<file path="config.mk">
export PLATFORM = sky130hd
export DESIGN_NAME = spc_sync_power_ctrl
export DESIGN_NICKNAME = d
export VERILOG_FILES = /design/src/rtl/spc_pkg.sv /design/src/rtl/spc_pin_sync.sv /design/src/rtl/spc_sync_power_ctrl.sv
export SDC_FILE = /design/constraint.sdc
export NUM_CORES = 1
export LEC_CHECK = 0
export BUFFER_PORTS_ARGS = -buffer_cell sky130_fd_sc_hd__buf_2
export CAP_MARGIN = 0
export CORE_MARGIN = 2
export CORE_UTILIZATION = 60
export CTS_CLUSTER_DIAMETER = 100
export CTS_CLUSTER_SIZE = 28
export DETAILED_ROUTE_END_ITERATION = 8
export PLACE_DENSITY = 0.87
export SLEW_MARGIN = 30
export SYNTH_ARGS = -nofsm -noshare
export SYNTH_HDL_FRONTEND = slang
export SYNTH_SLANG_ARGS = --single-unit
</file>
<file path="constraint.sdc">
create_clock -name clk_in -period 3 [get_ports clk_in]
set_input_delay 0.3 -clock clk_in [delete_from_list [all_inputs] [get_ports clk_in]]
set_output_delay 0.3 -clock clk_in [all_outputs]
set_load 0.1 [all_outputs]
</file>
<file path="src/rtl/spc_pkg.sv">
// Purpose: Constants for the sync output and power control block.
// Assumes: Eight-bit register addresses and eight-bit register data.
// Notes: Register offsets, field positions and reset values live here only.
package spc_pkg;

   // ----------------------------------------------------------------
   // Register offsets
   // ----------------------------------------------------------------
   localparam logic [7:0] REG_POWER = 8'h00;
   localparam logic [7:0] REG_INPUT_MODE = 8'h01;
   localparam logic [7:0] REG_SYNC_OUT = 8'h02;
   localparam logic [7:0] REG_DAC_LOW_POWER = 8'h0D;
   localparam logic [7:0] REG_CABLE = 8'h10;
   localparam logic [7:0] REG_READBACK_A = 8'h13;
   localparam logic [7:0] REG_READBACK_B = 8'h14;
   localparam logic [7:0] REG_READBACK_C = 8'h16;
   localparam logic [7:0] REG_SOFT_RESET = 8'h17;
   localparam logic [7:0] REG_HD_SYNC_FMT = 8'h30;
   localparam logic [7:0] REG_HD_SYNC_CTL = 8'h34;
   localparam logic [7:0] REG_TELETEXT = 8'hC9;

   // ----------------------------------------------------------------
   // Field positions
   // ----------------------------------------------------------------
   localparam int POWER_SLEEP_BIT = 0;
   localparam int POWER_DAC_LSB = 2;
   localparam int INPUT_MODE_LSB = 4;
   localparam int INPUT_MODE_MSB = 6;
   localparam logic [2:0] INPUT_MODE_SD = 3'h0;
   localparam int SYNC_SD_EN_BIT = 6;
   localparam int SYNC_HD_EN_BIT = 7;
   localparam int LOW_POWER_LSB = 0;
   localparam int CABLE_DAC1_BIT = 0;
   localparam int CABLE_DAC2_BIT = 1;
   localparam int CABLE_DET_EN_BIT = 3;
   localparam int CABLE_AUTO_PD_BIT = 4;
   localparam int CABLE_COMPONENT_BIT = 5;
   localparam logic [7:0] CABLE_WR_MASK = 8'h38;
   localparam int SOFT_RESET_BIT = 1;
   localparam int HD_FMT_EMBEDDED_BIT = 2;
   localparam int HD_HSYNC_CTL_BIT = 1;
   localparam int HD_VSYNC_CTL_BIT = 2;
   localparam int TELETEXT_EN_BIT = 0;
   localparam int RDBK_HSYNC_BIT = 0;
   localparam int RDBK_VSYNC_BIT = 1;
   localparam int RDBK_SFL_BIT = 2;

   // ----------------------------------------------------------------
   // Reset values and widths
   // ----------------------------------------------------------------
   localparam logic [7:0] REG_RST = 8'h00;
   localparam logic [2:0] DAC3_RST = 3'h0;
   localparam logic [1:0] CABLE_STAT_RST = 2'h3;
   localparam int PIXEL_W = 16;
   localparam int PIN_W = 19;

   // ----------------------------------------------------------------
   // Sync pin source selection
   // ----------------------------------------------------------------
   typedef enum logic [4:0] {
      SRC_TRI = 5'h01,
      SRC_SD = 5'h02,
      SRC_EXT = 5'h04,
      SRC_TRS = 5'h08,
      SRC_CNT = 5'h10
   } spc_sync_src_e;

endpackage

</file>
<file path="src/rtl/spc_pin_sync.sv">
// Purpose: Three-stage synchroniser for pins from outside the clock domain.
// Assumes: A level counts once the second and third stages agree.
// Notes: The first stage is read by the second stage only.
`timescale 1ns/100ps
module spc_pin_sync
#(
   parameter int WIDTH = 19
)
(
   input wire logic clk_in,
   input wire logic rst_in,
   input wire logic [WIDTH-1:0] pins_in,
   output logic [WIDTH-1:0] level_out
);

   // ----------------------------------------------------------------
   // Per-bit synchroniser
   // ----------------------------------------------------------------
   genvar gi;
   generate
      for (gi = 0; gi < WIDTH; gi++)
      begin : g_bit
         logic s1_ff;
         logic s2_ff;
         logic s3_ff;
         logic lvl_ff;
         wire agree = (s2_ff == s3_ff);
         always_ff @(posedge clk_in)
         begin
            if (rst_in)
            begin
               s1_ff <= 1'b0;
               s2_ff <= 1'b0;
               s3_ff <= 1'b0;
               lvl_ff <= 1'b0;
            end
            else
            begin
               s1_ff <= pins_in[gi];
               s2_ff <= s1_ff;
               s3_ff <= s2_ff;
               if (agree)
               begin
                  lvl_ff <= s3_ff;
               end
            end
         end
         assign level_out[gi] = lvl_ff;
      end
   endgenerate

endmodule // spc_pin_sync

</file>
<file path="src/rtl/spc_sync_power_ctrl.sv">
// Purpose: Sync pin output selection, DAC power control, cable status,
//          sleep, pin readback, software reset and teletext enable.
// Assumes: Simple register port fed by the serial host front end.
// Notes: Timing sources arrive aligned to the output video.
`timescale 1ns/100ps
module spc_sync_power_ctrl
   import spc_pkg::*;
(
   input wire logic clk_in,
   input wire logic rst_in,
   input wire logic [7:0] reg_addr_in,
   input wire logic [7:0] reg_wdata_in,
   input wire logic reg_wr_in,
   input wire logic reg_rd_in,
   input wire logic [PIXEL_W-1:0] pixel_pins_in,
   input wire logic hsync_pin_in,
   input wire logic vsync_pin_in,
   input wire logic subcarrier_lock_pin_in,
   input wire logic sd_hsync_in,
   input wire logic sd_vsync_in,
   input wire logic trs_h_in,
   input wire logic trs_v_in,
   input wire logic trs_f_in,
   input wire logic cnt_hsync_in,
   input wire logic cnt_vsync_serr_in,
   input wire logic cnt_vsync_vbi_in,
   input wire logic std_interlaced_in,
   input wire logic std_525p_in,
   input wire logic std_pal_in,
   input wire logic frame_start_in,
   input wire logic [1:0] cable_sense_in,
   output logic [7:0] reg_rdata_out,
   output logic reg_rvalid_out,
   output logic hsync_out,
   output logic hsync_oe_out,
   output logic vsync_out,
   output logic vsync_oe_out,
   output logic [2:0] dac_power_out,
   output logic [2:0] dac_low_power_out,
   output logic sleep_out,
   output logic teletext_enable_out
);

   // ----------------------------------------------------------------
   // Registers and pin synchronisers
   // ----------------------------------------------------------------
   logic [7:0] power_ff;
   logic [7:0] input_mode_ff;
   logic [7:0] sync_out_ff;
   logic [2:0] lowpwr_ff;
   logic [7:0] cable_ctl_ff;
   logic [1:0] cable_stat_ff;
   logic [2:0] pd_ff;
   logic [7:0] hd_fmt_ff;
   logic [7:0] hd_ctl_ff;
   logic [7:0] ttx_ff;
   logic [PIN_W-1:0] rdbk_ff;
   logic soft_rst_ff;
   logic [PIN_W-1:0] pin_lvl;
   spc_sync_src_e h_src;
   spc_sync_src_e v_src;
   logic nxt_hsync;
   logic nxt_vsync;

   spc_pin_sync #(.WIDTH(PIN_W)) u_pin_sync
   (
      .clk_in(clk_in),
      .rst_in(rst_in),
      .pins_in({subcarrier_lock_pin_in, vsync_pin_in, hsync_pin_in, pixel_pins_in}),
      .level_out(pin_lvl)
   );

   // ----------------------------------------------------------------
   // Decode
   // ----------------------------------------------------------------
   wire any_rst = rst_in | soft_rst_ff;
   wire sleep = power_ff[POWER_SLEEP_BIT];
   wire [2:0] dac_on = power_ff[POWER_DAC_LSB +: 3];
   wire sd_en = sync_out_ff[SYNC_SD_EN_BIT];
   wire hd_en = sync_out_ff[SYNC_HD_EN_BIT];
   wire embedded = hd_fmt_ff[HD_FMT_EMBEDDED_BIT];
   wire h_ctl = hd_ctl_ff[HD_HSYNC_CTL_BIT];
   wire v_ctl = hd_ctl_ff[HD_VSYNC_CTL_BIT];
   wire det_en = cable_ctl_ff[CABLE_DET_EN_BIT];
   wire auto_pd = cable_ctl_ff[CABLE_AUTO_PD_BIT] & det_en;
   wire component = cable_ctl_ff[CABLE_COMPONENT_BIT];
   wire det_tick = frame_start_in & det_en & ~sleep;
   wire mon1 = dac_on[0];
   wire mon2 = dac_on[1] & ~component;
   wire miss1 = ~cable_sense_in[0];
   wire miss2 = ~cable_sense_in[1];
   wire rdbk_en = ~sleep &
      (input_mode_ff[INPUT_MODE_MSB:INPUT_MODE_LSB] == INPUT_MODE_SD);
   wire wr_power = reg_wr_in & (reg_addr_in == REG_POWER);
   wire wr_mode = reg_wr_in & (reg_addr_in == REG_INPUT_MODE);
   wire wr_sync = reg_wr_in & (reg_addr_in == REG_SYNC_OUT);
   wire wr_lowpwr = reg_wr_in & (reg_addr_in == REG_DAC_LOW_POWER);
   wire wr_cable = reg_wr_in & (reg_addr_in == REG_CABLE);
   wire wr_fmt = reg_wr_in & (reg_addr_in == REG_HD_SYNC_FMT);
   wire wr_ctl = reg_wr_in & (reg_addr_in == REG_HD_SYNC_CTL);
   wire wr_ttx = reg_wr_in & (reg_addr_in == REG_TELETEXT);
   wire wr_soft = reg_wr_in & (reg_addr_in == REG_SOFT_RESET) &
      reg_wdata_in[SOFT_RESET_BIT];
   wire [7:0] cable_rd = (cable_ctl_ff & CABLE_WR_MASK) | {6'h00, cable_stat_ff};
   wire [2:0] nxt_pd = component ? {miss1, miss1, miss1} :
      {miss2 & mon2, miss2 & mon2, miss1 & mon1};
   wire [7:0] rd_data =
      (reg_addr_in == REG_POWER) ? power_ff :
      (reg_addr_in == REG_INPUT_MODE) ? input_mode_ff :
      (reg_addr_in == REG_SYNC_OUT) ? sync_out_ff :
      (reg_addr_in == REG_DAC_LOW_POWER) ? {5'h00, lowpwr_ff} :
      (reg_addr_in == REG_CABLE) ? cable_rd :
      (reg_addr_in == REG_READBACK_A) ? rdbk_ff[7:0] :
      (reg_addr_in == REG_READBACK_B) ? rdbk_ff[15:8] :
      (reg_addr_in == REG_READBACK_C) ? {5'h00, rdbk_ff[18:16]} :
      (reg_addr_in == REG_SOFT_RESET) ? {6'h00, soft_rst_ff, 1'b0} :
      (reg_addr_in == REG_HD_SYNC_FMT) ? hd_fmt_ff :
      (reg_addr_in == REG_HD_SYNC_CTL) ? hd_ctl_ff :
      (reg_addr_in == REG_TELETEXT) ? ttx_ff : REG_RST;

   // ----------------------------------------------------------------
   // Sync source selection
   // ----------------------------------------------------------------
   assign h_src = sleep ? SRC_TRI :
      hd_en ? (h_ctl ? SRC_CNT : (embedded ? SRC_TRS : SRC_EXT)) :
      sd_en ? SRC_SD : SRC_TRI;
   assign v_src = sleep ? SRC_TRI :
      hd_en ? (v_ctl ? SRC_CNT : (embedded ? SRC_TRS : SRC_EXT)) :
      sd_en ? SRC_SD : SRC_TRI;

   always_comb
   begin
      nxt_hsync = 1'b1;
      nxt_vsync = 1'b1;
      unique case (h_src)
         SRC_TRI: nxt_hsync = 1'b1;
         SRC_SD: nxt_hsync = sd_hsync_in;
         SRC_EXT: nxt_hsync = pin_lvl[PIXEL_W + RDBK_HSYNC_BIT];
         SRC_TRS: nxt_hsync = trs_h_in;
         SRC_CNT: nxt_hsync = cnt_hsync_in;
      endcase
      unique case (v_src)
         SRC_TRI: nxt_vsync = 1'b1;
         SRC_SD: nxt_vsync = sd_vsync_in;
         SRC_EXT: nxt_vsync = pin_lvl[PIXEL_W + RDBK_VSYNC_BIT];
         SRC_TRS: nxt_vsync = std_interlaced_in ? trs_f_in : trs_v_in;
         SRC_CNT: nxt_vsync = std_525p_in ? cnt_vsync_vbi_in : cnt_vsync_serr_in;
      endcase
   end

   // One output stage for every source keeps pulse starts aligned.
   always_ff @(posedge clk_in)
   begin
      if (rst_in)
      begin
         hsync_out <= 1'b1;
         vsync_out <= 1'b1;
         hsync_oe_out <= 1'b0;
         vsync_oe_out <= 1'b0;
      end
      else
      begin
         hsync_out <= nxt_hsync;
         vsync_out <= nxt_vsync;
         hsync_oe_out <= (h_src != SRC_TRI);
         vsync_oe_out <= (v_src != SRC_TRI);
      end
   end

   // ----------------------------------------------------------------
   // Register file
   // ----------------------------------------------------------------
   always_ff @(posedge clk_in)
   begin
      if (rst_in)
      begin
         soft_rst_ff <= 1'b0;
      end
      else
      begin
         soft_rst_ff <= wr_soft & ~soft_rst_ff;
      end
   end

   always_ff @(posedge clk_in)
   begin
      if (any_rst)
      begin
         power_ff <= REG_RST;
         input_mode_ff <= REG_RST;
         sync_out_ff <= REG_RST;
         lowpwr_ff <= DAC3_RST;
         cable_ctl_ff <= REG_RST;
         hd_fmt_ff <= REG_RST;
         hd_ctl_ff <= REG_RST;
         ttx_ff <= REG_RST;
      end
      else
      begin
         if (wr_power) power_ff <= reg_wdata_in;
         if (wr_mode) input_mode_ff <= reg_wdata_in;
         if (wr_sync) sync_out_ff <= reg_wdata_in;
         if (wr_lowpwr) lowpwr_ff <= reg_wdata_in[LOW_POWER_LSB +: 3];
         if (wr_cable) cable_ctl_ff <= reg_wdata_in & CABLE_WR_MASK;
         if (wr_fmt) hd_fmt_ff <= reg_wdata_in;
         if (wr_ctl) hd_ctl_ff <= reg_wdata_in;
         if (wr_ttx) ttx_ff <= reg_wdata_in;
      end
   end

   // ----------------------------------------------------------------
   // Cable detection, auto power-down and readback
   // ----------------------------------------------------------------
   always_ff @(posedge clk_in)
   begin
      if (any_rst)
      begin
         cable_stat_ff <= CABLE_STAT_RST;
         pd_ff <= DAC3_RST;
         rdbk_ff <= '0;
      end
      else
      begin
         if (det_tick & mon1) cable_stat_ff[CABLE_DAC1_BIT] <= miss1;
         if (det_tick & mon2) cable_stat_ff[CABLE_DAC2_BIT] <= miss2;
         if (det_tick) pd_ff <= nxt_pd;
         if (rdbk_en) rdbk_ff <= pin_lvl;
      end
   end

   // ----------------------------------------------------------------
   // Outputs
   // ----------------------------------------------------------------
   always_ff @(posedge clk_in)
   begin
      if (rst_in)
      begin
         reg_rdata_out <= REG_RST;
         reg_rvalid_out <= 1'b0;
         dac_power_out <= DAC3_RST;
         dac_low_power_out <= DAC3_RST;
         sleep_out <= 1'b0;
         teletext_enable_out <= 1'b0;
      end
      else
      begin
         reg_rdata_out <= reg_rd_in ? rd_data : REG_RST;
         reg_rvalid_out <= reg_rd_in;
         dac_power_out <= dac_on & ~(pd_ff & {3{auto_pd}}) & {3{~sleep}};
         dac_low_power_out <= lowpwr_ff;
         sleep_out <= sleep;
         teletext_enable_out <= ttx_ff[TELETEXT_EN_BIT] & std_pal_in;
      end
   end
endmodule // spc_sync_power_ctrl

</file>
==> run metrics <==
Critical Path Max Stage Delay=around 770 ps; WP data required=3460 ps; CTS sink cnt=175; final hold violations=0; share of cells above drive strength 1=around 16%; I/O pin count=74; TritonCTS buffer count=17; fmax=about 530 MHz; WHS Path Cells=2; routed vias=approximately 5.7k; clk_lat worst skew=about 540 ps; Post-DP HPWL=~11,000 microns; antenna viol nets, final=0; worst min path class=in2reg; worst r2r src=input_mode_ff[4]; Simple-Gate Fraction of Synth Area=between 20% and 30%; FF-to-FF setup slack=between 1000 and 1500 ps; RSZ-0062 raised after global routing=no; MaxCap Viol Count=0; yosys warns=0; final worst-path setup slack=1110 ps; first-pass GRT wire length=approximately 27,000 microns; Setup CP Type=in2reg; RD Place Congestion=a little under 1; Synth Cell Area=approximately 6700 sq um; post-synthesis sequential area ratio=between 50% and 60%; Worst-path clk slew=about 70 ps; filler cell count=around 800; vias in the first global route=between 5k and 6k; Via-to-Cell Ratio=5.83; Worst Reg-to-Reg Cells=3; Wirelength per Cell=17.4 microns; Final Cycle Share=about 63%; largest net degree at the start of global routing=79; Routed WL=17,100 microns; Post-Syn Nets=roughly 800; Final setup viols=0; worst hold endpoint=dac_low_power_out[0]; Inserted Diodes=0; CTS tree=built; number of port buffers=73; asr flop ratio synth=0%; Clock Tree Root=clkbuf_8; number of setup buffers added after CTS=0; pwr dens=between 600 and 700 nW/um^2; register area=approximately 3500 sq um; Synth Flop Type=dfxtp_1; initial core utilization=between 60% and 70%; worst path cell trace=buf_2, or4_1, nor3_4, a222oi_1, a31o_1, a21oi_1; Die Wd=between 100 and 150 microns; Cells after Synth=749; total gr overflow=0; Compound-Gate Fraction of Synth Area=between 10% and 20%; drt pass-1 iters=5; Max VDD drop=approximately 0.57 mV; xor and xnor area share after synthesis=less than 1%; crit path time final=about 1900 ps; core area=10,800 sq um; 1st-iter DRT viols=approximately 560; Final #Nets=around 900; row count=38; GRT Util Overall=between 20 and 30%; Worst Max-Slew Pin Slew=719 ps; crit path DAT=around 2400 ps; kind of end point of the critical path=flop; setup TNS=0 ps; die height=between 100 and 150 microns; antenna violations before repair=1; R2R Path End=rdbk_ff[8]; main combinational cell family by area after synthesis=simple AND/OR/NAND/NOR gates; most frequent cells in the layout=175 x dfxtp_1, 115 x nand2_1, 95 x a21oi_1; clk_skew=10.1 ps; Avg Cell Area, Syn=between 8 and 9 sq um; status=completed; Final Max Tran Viols=0; most common cell after layout, fill and taps aside=dfxtp_1; Post-synth EDFFs=0; clock buffer depth=2; CP max stage cell=or4_1; post-synthesis register bit count=between 150 and 200; H-tree level count=4; DRC=0; Syn-to-layout area delta=18.6%; Setup crit start kind=primary input; Static Leak=roughly 3 nW; Distinct cells, synth=slightly above 70; CP Max Fanout=15; pre-CTS WS=around 610 ps; die area=12,000 sq um; hold wc startpoint=rst_in; multi-input logic area=just under 3000 sq um; adder-cell share of the synthesized area=0%; hold_buf cts=22; post_cts resized=0; mux share of post-synthesis cell area=approximately 3%; relative slew slack=52.0%
## worst max-delay path: cells and delay by family
kind / cells / cell delay, ps
buf+inv: 1 / 180
compound gates: 3 / 580
simple gates: 2 / 1280
## stage by stage
step | area [sq um] | std cells | total power, mW | hold slack (ps) | utilization (%)
3_5_place_dp | 7110 | 929 | 2.64 | 422 | 65.6
5_1_grt | 7920 | 983 | 4.93 | 59.3 | 73.1
4_1_cts | 7920 | 983 | 4.80 | 50.2 | 73.1
3_3_place_gp | 7110 | 929 | 2.63 | 417 | 65.6
2_1_floorplan | 6680 | 749 | 2.56 | 414 | -
6_report | 7920 | 983 | 4.77 | 75.9 | 73.1
## registers in the layout (all words and copies together), names as in the netlist, 3 cells and up
signal                   flops
cable_ctl_ff                 3
hd_ctl_ff                    8
reg_rdata_out                8
u_pin_sync.g_bit.s3_ff      19
power_ff                     8
u_pin_sync.g_bit.lvl_ff     19
dac_power_out                3
lowpwr_ff                    3
ttx_ff                       8
dac_low_power_out            3
u_pin_sync.g_bit.s2_ff      19
sync_out_ff                  8
input_mode_ff                8
hd_fmt_ff                    8
u_pin_sync.g_bit.s1_ff      19
rdbk_ff                     19
## logic make-up (layout without fill, tap and decap cells)
group,Yosys count,count (layout)
buffers and inverters,56,150
xor gates and xnor gates,1,1
DFF,175,175
muxes,20,20
AOI/OAI and AO/OA,186,186
and+or+nand+nor,311,311
## area by class of cell
cell class	instances	area share, %
multi-input combinational	518	37.0
clock inverter	14	2.23
timing repair buffer	108	8.62
tap	140	2.21
clock buffer	18	5.27
sequential	175	44.2
inverter	10	0.474
## metal layers
metal,vias up,part of all wire (%),GRT usage (%)
met4,2,2.8,12.1
li1,2758,-,-
met3,44,9.0,8.42
met2,256,47,48.4
met5,-,0.076,0
met1,2673,41,37.6
## Yosys cell counts (all sizes together) (11+ instances only)
cell type  number  share of area, %
nand2b         12               1.1
o21ai          39               2.9
buf            17               1.5
a21oi          95               7.1
nor3           11               1.2
mux2i          20               3.0
nand3          46               3.5
clkbuf         29               1.6
dfxtp         175                52
nand2         116               6.6
nor2           33               1.9
nor2b          66               6.2
## how the worst max path moves through the flow
stage	depth (start not counted)	slack (ps)	to	startpoint
2_1_floorplan	7	1120	reg_rdata_out[2]	reg_addr_in[1]
3_3_place_gp	6	620	reg_rdata_out[3]	reg_addr_in[4]
3_5_place_dp	6	610	reg_rdata_out[3]	reg_addr_in[4]
4_1_cts	7	1160	input_mode_ff[2]	reg_addr_in[4]
5_1_grt	7	970	input_mode_ff[2]	reg_addr_in[4]
6_report	6	1110	reg_rdata_out[5]	reg_addr_in[4]
## report_power, final
part | switching [mW] | total (mW) | internal, mW | leakage [nW]
combinational | 0.152 | 0.246 | 0.0939 | 1.28
sequential | 0.0127 | 2.37 | 2.36 | 1.42
clock | 1.00 | 2.16 | 1.16 | 0.290
total | 1.17 | 4.77 | 3.61 | 2.99
Note: power is estimated with default switching activity, not from simulation.
